`config.mk`:
```
export PLATFORM = sky130hd
export DESIGN_NAME = ssp_sequencer
export DESIGN_NICKNAME = d
export VERILOG_FILES = /design/src/core/ssp_pkg.sv /design/src/core/ssp_sequencer.sv
export SDC_FILE = /design/constraint.sdc
export NUM_CORES = 1
export LEC_CHECK = 0
export ABC_AREA = 1
export ABC_CLOCK_PERIOD_IN_PS = 2400
export BUFFER_PORTS_ARGS = -buffer_cell sky130_fd_sc_hd__buf_2
export CAP_MARGIN = 5
export CORE_UTILIZATION = 50
export CTS_BUF_LIST = sky130_fd_sc_hd__clkbuf_4 sky130_fd_sc_hd__clkbuf_8
export DETAILED_ROUTE_END_ITERATION = 7
export MAX_ROUTING_LAYER = met4
export PLACE_DENSITY = 0.77
export SLEW_MARGIN = 20
export SYNTH_ARGS = -nofsm -noshare
export SYNTH_HDL_FRONTEND = slang
export SYNTH_SLANG_ARGS = --single-unit
```
`constraint.sdc`:
```
create_clock -name sys_clk -period 2.4 [get_ports sys_clk]
set_clock_uncertainty 0.15 [all_clocks]
set_input_delay 0.36 -clock sys_clk [delete_from_list [all_inputs] [get_ports sys_clk]]
set_output_delay 0.36 -clock sys_clk [all_outputs]
set_load 0.05 [all_outputs]
```
`src/core/ssp_pkg.sv`:
```
package ssp_pkg;
  // Current-limit step indices presented to the comparator
  localparam logic [1:0] LIM_195 = 2'h0;
  localparam logic [1:0] LIM_390 = 2'h1;
  localparam logic [1:0] LIM_585 = 2'h2;
  localparam logic [1:0] LIM_780 = 2'h3;
  // Converter clocks per soft-start step
  localparam int STEP_CLOCKS = 256;
  localparam int STEP_CNT_W = 8;
  localparam logic [STEP_CNT_W-1:0] STEP_CNT_RESET = 8'h00;
  localparam logic [STEP_CNT_W-1:0] STEP_CNT_LAST = 8'hff;
  // Register map
  localparam logic [3:0] REG_STATUS = 4'h0;
  localparam logic [3:0] REG_CLEAR = 4'h4;
  localparam logic [3:0] REG_ENABLE = 4'h8;
  localparam logic [3:0] REG_STATE = 4'hc;
  localparam logic [3:0] REG_CONTROL = 4'h1;
  localparam int EVT_W = 5;
  localparam int EVT_INPUT_UNDERVOLTAGE_LOCKOUT = 0;
  localparam int EVT_THERM = 1;
  localparam int EVT_SHORT = 2;
  localparam int EVT_SSDONE = 3;
  localparam int EVT_PSAVE = 4;
  localparam logic [EVT_W-1:0] EVT_RESET = 5'h00;
  localparam int CTRL_DISCHARGE_EN = 0;
  localparam int CTRL_LOCKOUT_EN = 1;
  localparam logic [1:0] CTRL_RESET = 2'h3;

  typedef enum logic [2:0] {
    SSP_OFF,
    SSP_SOFTSTART,
    SSP_RUN,
    SSP_THERMAL
  } ssp_state_t;
endpackage

```
`src/core/ssp_sequencer.sv`:
```
// The implementer's own choices: the strobed register port and the register offsets.
`timescale 1ns/1ps
`default_nettype none
module ssp_sequencer #(
  parameter int CNT_W = ssp_pkg::STEP_CNT_W
) (
  // Clock, reset, enable
  input wire logic sys_clk,
  input wire logic rst,
  input wire logic clk_en,
  // Pins and comparator flags (asynchronous)
  input wire logic conv_on_req,
  input wire logic input_undervoltage_lockout,
  input wire logic vin_below_lockout,
  input wire logic out_above_half,
  input wire logic temp_over_high,
  input wire logic temp_below_low,
  input wire logic dropout_req,
  input wire logic valley_low,
  input wire logic pwm_on_req,
  // Register port
  input wire logic [3:0] reg_addr,
  input wire logic [31:0] reg_wdata,
  input wire logic reg_wr,
  input wire logic reg_rd,
  output logic [31:0] reg_rdata,
  // Power stage controls
  output logic [1:0] limit_index,
  output logic limit_halved,
  output logic main_switch_on,
  output logic rect_switch_allow,
  output logic divider_connect,
  output logic control_active,
  output logic discharge_on,
  output logic psave_enter,
  output logic irq
);

  localparam int NSYNC = 9;
  // Bit positions in the synchroniser chain
  localparam int SY_EN = 0;
  localparam int SY_UV = 1;
  localparam int SY_LOCK = 2;
  localparam int SY_HALF = 3;
  localparam int SY_HOT = 4;
  localparam int SY_COOL = 5;
  localparam int SY_DROP = 6;
  localparam int SY_VALLEY = 7;
  localparam int SY_PWM = 8;

  typedef struct packed {
    logic [NSYNC-1:0] sync1;
    logic [NSYNC-1:0] sync2;
    ssp_pkg::ssp_state_t state;
    logic [CNT_W-1:0] cnt;
    logic [1:0] level;
    logic [ssp_pkg::EVT_W-1:0] status;
    logic [ssp_pkg::EVT_W-1:0] irq_en;
    logic [1:0] ctrl;
    logic [31:0] rdata;
    logic [1:0] lim;
    logic halved;
    logic main_on;
    logic rect_ok;
    logic div_on;
    logic active;
    logic dis_on;
    logic psave;
  } ssp_regs_t;

  ssp_regs_t r;
  ssp_regs_t next_r;

  // Write strobe aimed at one register offset
  function automatic logic wr_hit(
    input logic wr,
    input logic [3:0] addr,
    input logic [3:0] offset
  );
    return wr && (addr == offset);
  endfunction

  // Short-circuit halving caps the index at half of full scale
  // Never raises a lower soft-start step
  function automatic logic [1:0] capped_level(
    input logic [1:0] level,
    input logic halved
  );
    logic [1:0] idx;
    idx = level;
    if (halved && level > ssp_pkg::LIM_390)
    begin
      idx = ssp_pkg::LIM_390;
    end
    return idx;
  endfunction

  // Last clock of a soft-start step
  function automatic logic step_done(input logic [CNT_W-1:0] count);
    return count == {CNT_W{1'b1}};
  endfunction

  // States in which the power stage may switch
  function automatic logic is_running(input ssp_pkg::ssp_state_t st);
    return (st == ssp_pkg::SSP_SOFTSTART) || (st == ssp_pkg::SSP_RUN);
  endfunction

  // Read mux; write-only and unmapped offsets read as zero
  function automatic logic [31:0] read_word(
    input logic [3:0] addr,
    input ssp_regs_t cur
  );
    logic [31:0] word;
    word = 32'h0;
    case (addr)
      ssp_pkg::REG_STATUS:
      begin
        word = {27'h0, cur.status};
      end
      ssp_pkg::REG_ENABLE:
      begin
        word = {27'h0, cur.irq_en};
      end
      ssp_pkg::REG_CONTROL:
      begin
        word = {30'h0, cur.ctrl};
      end
      ssp_pkg::REG_STATE:
      begin
        word = {19'h0, cur.cnt[7:0], 1'b0, cur.lim, cur.state[1:0]};
      end
      ssp_pkg::REG_CLEAR:
      begin
        word = 32'h0;
      end
      default:
      begin
        word = 32'h0;
      end
    endcase
    return word;
  endfunction

  logic en_eff;
  logic uv;
  logic half_ok;
  logic t_hot;
  logic t_cool;
  logic drop;
  logic valley;
  logic pwm;
  logic [ssp_pkg::EVT_W-1:0] evt;

  always_comb
  begin
    next_r = r;
    next_r.sync1[SY_EN] = conv_on_req;
    next_r.sync1[SY_UV] = input_undervoltage_lockout;
    next_r.sync1[SY_LOCK] = vin_below_lockout;
    next_r.sync1[SY_HALF] = out_above_half;
    next_r.sync1[SY_HOT] = temp_over_high;
    next_r.sync1[SY_COOL] = temp_below_low;
    next_r.sync1[SY_DROP] = dropout_req;
    next_r.sync1[SY_VALLEY] = valley_low;
    next_r.sync1[SY_PWM] = pwm_on_req;
    next_r.sync2 = r.sync1;
    uv = r.sync2[SY_UV];
    half_ok = r.sync2[SY_HALF];
    t_hot = r.sync2[SY_HOT];
    t_cool = r.sync2[SY_COOL];
    drop = r.sync2[SY_DROP];
    valley = r.sync2[SY_VALLEY];
    pwm = r.sync2[SY_PWM];
    en_eff = r.sync2[SY_EN] && !(r.ctrl[ssp_pkg::CTRL_LOCKOUT_EN] && r.sync2[SY_LOCK]);
    evt = '0;

    case (r.state)
      ssp_pkg::SSP_OFF:
      begin
        next_r.cnt = ssp_pkg::STEP_CNT_RESET[CNT_W-1:0];
        next_r.level = ssp_pkg::LIM_195;
        if (en_eff && !uv && !t_hot)
        begin
          next_r.state = ssp_pkg::SSP_SOFTSTART;
        end
      end
      ssp_pkg::SSP_SOFTSTART:
      begin
        next_r.cnt = r.cnt + 1'b1;
        if (step_done(r.cnt))
        begin
          // hold at 390 without half output
          if (r.level == ssp_pkg::LIM_390 && !half_ok)
          begin
            next_r.level = r.level;
          end
          else
          begin
            next_r.level = r.level + 2'h1;
            if (r.level == ssp_pkg::LIM_585)
            begin
              next_r.state = ssp_pkg::SSP_RUN;
              evt[ssp_pkg::EVT_SSDONE] = 1'b1;
            end
          end
        end
      end
      // Full limit once the sequence has finished
      ssp_pkg::SSP_RUN:
      begin
        next_r.level = ssp_pkg::LIM_780;
      end
      // Cool-down goes via off so start-up repeats soft start
      ssp_pkg::SSP_THERMAL:
      begin
        next_r.cnt = ssp_pkg::STEP_CNT_RESET[CNT_W-1:0];
        next_r.level = ssp_pkg::LIM_195;
        if (t_cool)
        begin
          next_r.state = ssp_pkg::SSP_OFF;
        end
      end
      default:
      begin
        next_r.state = ssp_pkg::SSP_OFF;
      end
    endcase

    // Faults win over the sequence in soft start and run
    if (is_running(r.state))
    begin
      if (t_hot)
      begin
        next_r.state = ssp_pkg::SSP_THERMAL;
        next_r.cnt = ssp_pkg::STEP_CNT_RESET[CNT_W-1:0];
        next_r.level = ssp_pkg::LIM_195;
      end
      else if (!en_eff || uv)
      begin
        next_r.state = ssp_pkg::SSP_OFF;
        next_r.cnt = ssp_pkg::STEP_CNT_RESET[CNT_W-1:0];
        next_r.level = ssp_pkg::LIM_195;
      end
    end

    next_r.active = is_running(next_r.state);
    next_r.div_on = next_r.active;
    next_r.rect_ok = next_r.active && !uv && !t_hot;
    next_r.main_on = next_r.rect_ok && drop;
    next_r.dis_on = !next_r.active && r.ctrl[ssp_pkg::CTRL_DISCHARGE_EN];
    next_r.halved = next_r.active && !half_ok;
    next_r.lim = capped_level(next_r.level, next_r.halved);
    // power-save entry, not while PWM forced
    next_r.psave = next_r.active && valley && !pwm && !drop;

    // Events are one-cycle pulses into the sticky bits
    evt[ssp_pkg::EVT_INPUT_UNDERVOLTAGE_LOCKOUT] = uv && r.active;
    evt[ssp_pkg::EVT_THERM] = t_hot && r.active;
    evt[ssp_pkg::EVT_SHORT] = next_r.halved && !r.halved;
    evt[ssp_pkg::EVT_PSAVE] = next_r.psave && !r.psave;

    // Set wins over a same-cycle clear
    if (wr_hit(reg_wr, reg_addr, ssp_pkg::REG_CLEAR))
    begin
      next_r.status = (r.status & ~reg_wdata[ssp_pkg::EVT_W-1:0]) | evt;
    end
    else
    begin
      next_r.status = r.status | evt;
    end
    if (wr_hit(reg_wr, reg_addr, ssp_pkg::REG_ENABLE))
    begin
      next_r.irq_en = reg_wdata[ssp_pkg::EVT_W-1:0];
    end
    if (wr_hit(reg_wr, reg_addr, ssp_pkg::REG_CONTROL))
    begin
      next_r.ctrl = reg_wdata[1:0];
    end

    next_r.rdata = 32'h0;
    if (reg_rd)
    begin
      next_r.rdata = read_word(reg_addr, r);
    end
  end

  // Reset leaves the discharge path on, as in shutdown
  always_ff @(posedge sys_clk)
  begin
    if (rst)
    begin
      r <= '0;
      r.state <= ssp_pkg::SSP_OFF;
      r.ctrl <= ssp_pkg::CTRL_RESET;
      r.dis_on <= 1'b1;
    end
    else if (clk_en)
    begin
      r <= next_r;
    end
  end

  assign reg_rdata = r.rdata;
  assign limit_index = r.lim;
  assign limit_halved = r.halved;
  assign main_switch_on = r.main_on;
  assign rect_switch_allow = r.rect_ok;
  assign divider_connect = r.div_on;
  assign control_active = r.active;
  assign discharge_on = r.dis_on;
  assign psave_enter = r.psave;
  // Level output; stays high until software clears the cause
  assign irq = |(r.status & r.irq_en);

endmodule
`default_nettype wire

```
==> results.tsv, run 1 <==
stage	metric	value	unit
clocking	Root Driver	clkbuf_8	
synthesis	Mapped Area	3160	sq um
global_route	GR Util All Layers	23.8	%
worst_hold_path	hold depth	3	
power	PD cells	692	nW/um^2
final_layout	Total Nets Final	506	
sta	Setup Viol. Count Final	0	
synthesis	Yosys warning count	0	
clocking	hold-fix buffers at CTS	0	
floorplan	Ports	92	
routing	Detailed Routing Iterations Pass 1	4	
synthesis	#FFs+latches synth	64	
routing	Post-Route WL	7070	um
worst_setup_path	crit path kind	flip-flop to flip-flop	
routing	drt initial violations	141	
sta	max-slew violation count	0	
power	maximum vdd drop	0.688	mV
global_route	vias in the first global route	2520	
synthesis	post-synth cell types	33	
place	IO buf count	45	
global_route	global-route wire length before repair	11500	um
final_layout	commonest non-fill, non-tap cell in the layout	nand2_1	
job	MaxCap Viol Count	0	
clocking	Clock Tree Buf Depth	2	
sta	Fmax	0.482	GHz
floorplan	initial core utilization	52.5	%
worst_setup_path	WP data required	2.54	ns
clocking	Post-CTS Setup Inserts	0	
sta	Post-Route Setup TNS	0	ns
final_layout	final core area utilization	58.2	%
sta	worst hold slack	0.0906	ns
clocking	CTS sink count	64	
synthesis	Synth Instances	422	
worst_hold_path	Hold WC Path Type	input pin to flip-flop	
place	Post-DP Area	3270	sq um
routing	Vias/cell	5.27	
sta	final worst-path cycle share	86.4	%
routing	# DRC	0	
floorplan	die boundary width	81.5	um
power	Leak	1.46	nW
sta	Final min period	2.07	ns
clocking	deepest level of the CTS H-tree	3	
sta	Fin. Hold Viols	0	
final_layout	Fillers	571	
worst_setup_path	capturing element type of the critical path	flip-flop	
clocking	cts repair resizes	0	
floorplan	std cell rows	28	
place	DP Cell Count	516	
clocking	Worst-path clk slew	0.07	ns
sta	worst relative slew slack	56.0	%
floorplan	die area	6640	sq um
sta	Worst-Margin Slew	0.659	ns
worst_setup_path	R2R cell count	13	
final_layout	Final Instance Area	3510	sq um
final_layout	most frequent cells in the layout	nand2_1, dfxtp_1, inv_1	
global_route	initial antenna violation count	0	
global_route	total grt overflow	0	
final_layout	Area Overhead vs Synth	11.0	%
sta	worst setup margin	0.326	ns
global_route	pin count of the biggest net entering global routing	23	
clocking	TritonCTS Buffers	9	
routing	ANT nets after route	0	
clocking	CTS tree	done	
floorplan	core footprint	6030	sq um
routing	Wirelength per Cell	13.3	um
sta	unrepaired setup endpoints after global routing	no	
place	gpl congestion	0.869	
place	dpl hpwl	5160	um
synthesis	Mean Syn Cell Area	7.49	sq um
worst_setup_path	Critical Path AT	2.21	ns
outcome	outcome	completed	
final_layout	Finished Layout Cells	532	
worst_setup_path	CP max FO	6	
floorplan	Die Y	81.5	um
final_layout	Antenna diodes	0	
synthesis	post-synthesis sequential area ratio	40.5	%
routing	vias	2802	
clocking	Clk Latency, worst-skew pair	0.34	ns
power	Pwr Total	2.43	mW
final_layout	share of layout cells above drive strength 1	19.3	%
place	setup slack at placement	0.385	ns
worst_setup_path	CP startpoint kind	flip-flop	
-- report_power, final --
| group | switching [mW] | internal [mW] |
|---|---|---|
| sequential | 0.0115 | 1.08 |
| combinational | 0.179 | 0.0501 |
| clock | 0.406 | 0.698 |
| total | 0.596 | 1.83 |
-- sequential cells by signal, summed over array words and instances, names as in the netlist --
signal,cells
half_ok,1
limit_halved,1
r,31
rect_switch_allow,1
main_switch_on,1
next_r,9
discharge_on,1
control_active,1
limit_index,2
psave_enter,1
reg_rdata,13
pwm,1
drop,1
-- critical path, cell delays in order, from the launching register on --
cell and delay, ns:
dfxtp_1 0.41, ha_1 0.21, nand2_2 0.08, nor2_4 0.17
nand2_2 0.09, nor2_4 0.11, nand3_1 0.09, nand2_1 0.10
nand4_1 0.13, nand2_2 0.15, inv_2 0.06, nor2_4 0.12
nand2_1 0.10, nand2_1 0.06
-- layout make-up --
type	instances	area [sq um]	share of cell area [%]
multi-input cells	268	1400	40.0
flip-flops and latches	64	1280	36.5
repair buffers	51	270	7.70
inverters	58	223	6.35
clock buffers	10	131	3.74
clock inverters	6	108	3.07
well taps	75	93.8	2.67
-- worst paths after layout --
path / from / end / slack, ns
hold / removal: pwm_on_req / next_r[74] / 0.09
hold reg to reg: reg_rdata[7] / reg_rdata[7] / 0.30
setup / recovery: r[55] / rect_switch_allow / 0.33
setup reg to reg: r[55] / rect_switch_allow / 0.33
-- routing by layer --
layer	track usage, %	routed length [um]
met1	28.2	3230
met2	37.8	3320
met3	7.56	416
met4	8.39	99
met5	-	0
-- cells by family after synthesis --
family	count (synthesis)	share of synthesized area, %
AND/OR/NAND/NOR	133	19.9
AO/OA/AOI/OAI	112	20.7
buffers and inverters	108	17.2
flip-flops	64	40.5
adder cells (fa/ha/maj)	4	1.58
other	1	0.119
-- synth_stat cells (all sizes together) --
cell type | number | area share (%)
o22ai | 15 | 3.0
ha | 4 | 1.6
nand2 | 74 | 9.4
a21oi | 30 | 5.0
o211ai | 3 | 0.71
nor4 | 1 | 0.67
a22oi | 1 | 0.24
o32ai | 3 | 0.83
o21ai | 45 | 7.1
a221oi | 2 | 0.55
or2 | 1 | 0.20
a21boi | 3 | 0.71
nand3 | 21 | 3.3
o31ai | 7 | 1.7
nor3 | 4 | 0.63
buf | 37 | 8.6
nand4 | 8 | 1.6
o2111ai | 1 | 0.28
nor2 | 24 | 4.0
a32o | 1 | 0.32
o221ai | 1 | 0.28
clkbuf | 13 | 1.5
dfxtp | 64 | 41
conb | 1 | 0.12
inv | 58 | 7.0
(Power assumes the default switching activity.)
==> inputs of run 2 (changes only) <==
Settings changed: ABC_CLOCK_PERIOD_IN_PS 2400 to 2110, CORE_MARGIN set to 5, REMOVE_ABC_BUFFERS set to 1.
Clock period 2.4 ns to 2.11 ns, I/O delays scaled along.
==> results.tsv, run 2 (synthesis results as in run 1) <==
stage	metric	value	unit
worst_setup_path	CP startpoint kind	flip-flop	
clocking	hold-fix buffers at CTS	0	
outcome	outcome	completed	
global_route	GR Util All Layers	20.1	%
clocking	CTS tree	done	
sta	worst hold slack	0.0520	ns
floorplan	std cell rows	29	
floorplan	Die Y	89.5	um
global_route	initial antenna violation count	0	
final_layout	commonest non-fill, non-tap cell in the layout	nand2_1	
routing	Wirelength per Cell	13.5	um
worst_hold_path	Hold WC Path Type	input pin to flip-flop	
worst_setup_path	capturing element type of the critical path	flip-flop	
final_layout	most frequent cells in the layout	nand2_1, dfxtp_1, inv_1	
floorplan	die area	8010	sq um
worst_setup_path	critical path's slowest cell	dfxtp_1	
clocking	Worst-path clk slew	0.07	ns
clocking	Clock Tree Buf Depth	2	
final_layout	share of layout cells above drive strength 1	19.6	%
routing	ANT nets after route	0	
sta	final worst-path cycle share	91.4	%
worst_setup_path	CP max FO	6	
clocking	cts repair resizes	0	
routing	drt initial violations	135	
worst_setup_path	reg2reg start	r[55]	
routing	vias	2804	
place	dpl hpwl	5240	um
clocking	deepest level of the CTS H-tree	3	
job	MaxCap Viol Count	0	
worst_setup_path	WP data required	2.25	ns
worst_setup_path	Top Family by Delay on Critical Path	simple AND/OR/NAND/NOR gates	
worst_setup_path	flop2flop setup slack	0.18	ns
global_route	met1 GRT Util	24.6	%
worst_setup_path	worst r2r dst	rect_switch_allow	
sta	Final min period	1.93	ns
power	maximum vdd drop	0.504	mV
clocking	TritonCTS Buffers	9	
final_layout	Antenna diodes	0	
global_route	M3 GR Usage	4.15	%
sta	Fin. Hold Viols	0	
power	Leak	1.47	nW
routing	Detailed Routing Iterations Pass 1	4	
floorplan	die boundary width	89.5	um
global_route	Global Route met2 Usage	31.6	%
floorplan	initial core utilization	50.6	%
clocking	Root Driver	clkbuf_8	
global_route	pin count of the biggest net entering global routing	22	
clocking	Clk Latency, worst-skew pair	0.34	ns
worst_hold_path	worst hold endpoint	next_r[74]	
worst_setup_path	crit path kind	flip-flop to flip-flop	
final_layout	Total Nets Final	509	
sta	max-slew violation count	0	
routing	Vias/cell	5.23	
routing	Post-Route WL	7250	um
floorplan	core footprint	6240	sq um
final_layout	Biggest register	r	
worst_setup_path	crit path cell chain	ha_1 > nand2_2 > nor2_4 > nand2_2 > nor2_4 > nand3_1 > nand2_1 > nand4_1 > nand2_2 > inv_2 > nor2_4 > nand2_1 > nand2_1	
worst_hold_path	hold_sp	pwm_on_req	
final_layout	max reg flops	31	
power	PD cells	788	nW/um^2
sta	Setup Viol. Count Final	0	
worst_hold_path	hold depth	3	
clocking	Post-CTS Setup Inserts	0	
routing	# DRC	0	
place	IO buf count	45	
sta	unrepaired setup endpoints after global routing	no	
global_route	vias in the first global route	2752	
worst_setup_path	R2R cell count	13	
place	gpl congestion	0.894	
global_route	total grt overflow	0	
sta	Post-Route Setup TNS	0	ns
floorplan	Ports	92	
worst_setup_path	Critical Path AT	2.07	ns
final_layout	Area Overhead vs Synth	12.0	%
worst_setup_path	Worst path max stage delay	0.40	ns
sta	Fmax	0.518	GHz
global_route	global-route wire length before repair	12100	um
clocking	CTS sink count	64	
worst_setup_path	crit path buf inv count	1	
global_route	busiest layer in global routing	met2	
-- run 2: cell count changes in the layout (fill, tap and decap cells not counted), sizes merged --
cell / previous run / this run
buf: 51 / 54
clkinvlp: 1 / 2
clkinv: 2 / 0
-- run 2: worst max path at each step --
| stage | start | endpoint | slack [ns] | cells after the start |
|---|---|---|---|---|
| 6_report | r[55] | rect_switch_allow | 0.18 | 13 |
| 5_1_grt | r[55] | main_switch_on | 0.04 | 13 |
| 4_1_cts | r[55] | rect_switch_allow | 0.19 | 13 |
| 3_5_place_dp | r[55] | r[50] | 0.21 | 11 |
| 3_3_place_gp | r[55] | rect_switch_allow | 0.27 | 13 |
| 2_1_floorplan | clk_en | limit_halved | 0.22 | 3 |
-- run 2: layer usage --
metal,routed length [um],up-vias
met3,521,15
met5,0,-
met1,3200,1277
li1,-,1421
met4,139,0
met2,3390,91
-- run 2: layout make-up --
type	instances	area, sq um
clock buffer	10	138
clock inverter	5	105
fill	587	2700
inverter	58	223
multi-input combinational	268	1400
sequential	64	1280
tap	77	96.3
timing repair buffer	54	293
-- run 2: stage by stage --
stage / std cells / worst slack (ns) / power (mW) / cell area (sq um) / utilization, %
floorplan: 390 / 0.224 / 1.45 / 2910 / -
global placement: 521 / 0.265 / 1.53 / 3300 / 52.8
detailed placement: 521 / 0.210 / 1.53 / 3300 / 52.8
CTS: 536 / 0.191 / 2.80 / 3540 / 56.7
global route: 536 / 0.0444 / 2.90 / 3540 / 56.7
finish: 536 / 0.181 / 2.79 / 3540 / 56.7
-- run 2: power breakdown --
group / switching (mW) / total [mW] / leakage (nW) / internal, mW
Combinational: 0.205 / 0.263 / 0.833 / 0.0587
Clock: 0.470 / 1.28 / 0.115 / 0.810
Sequential: 0.0132 / 1.25 / 0.519 / 1.23
-- run 2: worst reg2reg max path, cell delays in order, from the launching register on --
cell and delay, ns:
dfxtp_1 0.40, ha_1 0.22, nand2_2 0.09, nor2_4 0.12, nand2_2 0.07, nor2_4 0.11
nand3_1 0.09, nand2_1 0.09, nand4_1 0.11, nand2_2 0.14, inv_2 0.06, nor2_4 0.09
nand2_1 0.07, nand2_1 0.07
==> inputs of run 3 (changes only) <==
Settings changed: ABC_CLOCK_PERIOD_IN_PS 2110 to 2500.
Clock period 2.11 ns to 2.5 ns, I/O delays scaled along.
==> results.tsv, run 3 (synthesis results as in run 1) <==
stage	metric	value	unit
routing	Detailed Routing Iterations Pass 1	4	
worst_setup_path	crit path buf inv count	1	
final_layout	Biggest register	r	
worst_setup_path	Critical Path AT	2.05	ns
final_layout	Total Nets Final	505	
worst_setup_path	CP max FO	6	
global_route	GR Util All Layers	20.4	%
clocking	CTS sink count	64	
final_layout	max reg flops	31	
outcome	outcome	completed	
clocking	Worst-path clk slew	0.07	ns
worst_setup_path	capturing element type of the critical path	flip-flop	
worst_setup_path	CP startpoint kind	flip-flop	
routing	drt initial violations	160	
clocking	TritonCTS Buffers	9	
power	Pwr Total	2.29	mW
global_route	total grt overflow	0	
routing	Wirelength per Cell	13.4	um
global_route	pin count of the biggest net entering global routing	23	
final_layout	share of layout cells above drive strength 1	19.1	%
worst_setup_path	crit-path most repeated cell	nand2_2	
final_layout	Area Overhead vs Synth	10.6	%
floorplan	Ports	92	
clocking	hold-fix buffers at CTS	0	
worst_setup_path	critical path's slowest cell	dfxtp_1	
sta	final worst-path cycle share	78.7	%
final_layout	area of the multi-input gates	1400	sq um
clocking	Post-CTS Setup Inserts	0	
sta	Final min period	1.97	ns
global_route	vias in the first global route	2841	
worst_setup_path	crit path cell chain	ha_1 > nand2_2 > nor2_4 > nand2_2 > nor2_4 > nand3_1 > nand2_1 > nand4_1 > nand2_2 > nand2_1 > inv_1 > o21ai_1	
worst_hold_path	Hold WC Path Type	input pin to flip-flop	
routing	# DRC	0	
sta	Worst-Margin Slew	0.645	ns
place	gpl congestion	0.875	
floorplan	die boundary width	89.5	um
clocking	deepest level of the CTS H-tree	3	
clocking	Clock Tree Buf Depth	2	
global_route	initial antenna violation count	0	
worst_setup_path	reg2reg start	r[55]	
sta	Fin. Hold Viols	0	
sta	Post-Route Setup TNS	0	ns
sta	worst relative slew slack	57.0	%
clocking	Root Driver	clkbuf_8	
final_layout	FF/Latch Area	1280	sq um
routing	ANT nets after route	0	
floorplan	initial core utilization	50.6	%
sta	max-slew violation count	0	
sta	unrepaired setup endpoints after global routing	no	
power	PD cells	654	nW/um^2
global_route	global-route wire length before repair	12400	um
sta	Setup Viol. Count Final	0	
clocking	cts repair resizes	0	
place	IO buf count	45	
worst_setup_path	Crit. Startpoint	r[55]	
final_layout	Antenna diodes	0	
floorplan	Die Y	89.5	um
place	dpl hpwl	5150	um
power	Leak	1.45	nW
floorplan	die area	8010	sq um
routing	Vias/cell	5.23	
final_layout	most frequent cells in the layout	nand2_1, dfxtp_1, inv_1	
routing	vias	2788	
final_layout	Fillers	604	
worst_setup_path	Worst path max stage delay	0.40	ns
power	maximum vdd drop	0.432	mV
floorplan	std cell rows	29	
clocking	CTS tree	done	
sta	Fmax	0.508	GHz
routing	Post-Route WL	7140	um
worst_setup_path	crit path kind	flip-flop to flip-flop	
worst_setup_path	Top Family by Delay on Critical Path	simple AND/OR/NAND/NOR gates	
floorplan	core footprint	6240	sq um
worst_hold_path	hold_sp	dropout_req	
final_layout	commonest non-fill, non-tap cell in the layout	nand2_1	
worst_setup_path	WP data required	2.58	ns
clocking	Clk Latency, worst-skew pair	0.34	ns
job	MaxCap Viol Count	0	
[run 3: cell types whose count changed in the layout (fill, tap and decap cells not counted), sizes merged]
cell	previous run	this run
buf	54	50
clkinv	0	3
clkinvlp	2	0
bufinv	3	2
clkbuf	10	11
[run 3: path summary, 6_finish.rpt]
check / slack (ns) / end / depth (start not counted)
worst max-delay path: 0.53 / limit_index[1] / 12
worst min-delay path: 0.11 / next_r[72] / 3
worst max register to register: 0.53 / limit_index[1] / 12
worst min register to register: 0.30 / reg_rdata[6] / 2
[run 3: worst min-delay path: stages]
cell and delay (ns):
buf_2 0.07, nand3_1 0.06, o21ai_0 0.06
[run 3: cell type report]
type                            instances  share of cell area, %
Tap cell                               77                   2.76
Clock inverter                          5                   2.25
Clock buffer                           11                   4.33
Timing Repair Buffer                   50                   7.52
Inverter                               58                   6.37
Multi-Input combinational cell        268                   40.1
Sequential cell                        64                   36.7
[run 3: metrics by stage]
step,hold WS (ns),std cells,setup WS (ns),cell area [sq um],util [%]
floorplan,0.279,390,0.556,2910,-
finish,0.112,533,0.532,3500,56.0
detailed placement,0.288,517,0.557,3270,52.3
global route,0.121,533,0.308,3500,56.0
global placement,0.282,517,0.560,3270,52.3
CTS,0.102,533,0.542,3500,56.0
[run 3: where the power goes]
group	leakage [nW]	switching, mW	internal [mW]
registers	0.519	0.0108	1.04
clock network	0.119	0.403	0.614
logic	0.813	0.171	0.0469
total	1.45	0.584	1.70
[run 3: routing by layer]
metal / wire length, um / GRT usage, % / vias to the layer above
met5: 0 / - / -
met3: 488 / 4.98 / 13
met4: 102 / 11.1 / 0
met2: 3350 / 32.3 / 91
li1: - / - / 1406
met1: 3200 / 23.8 / 1278
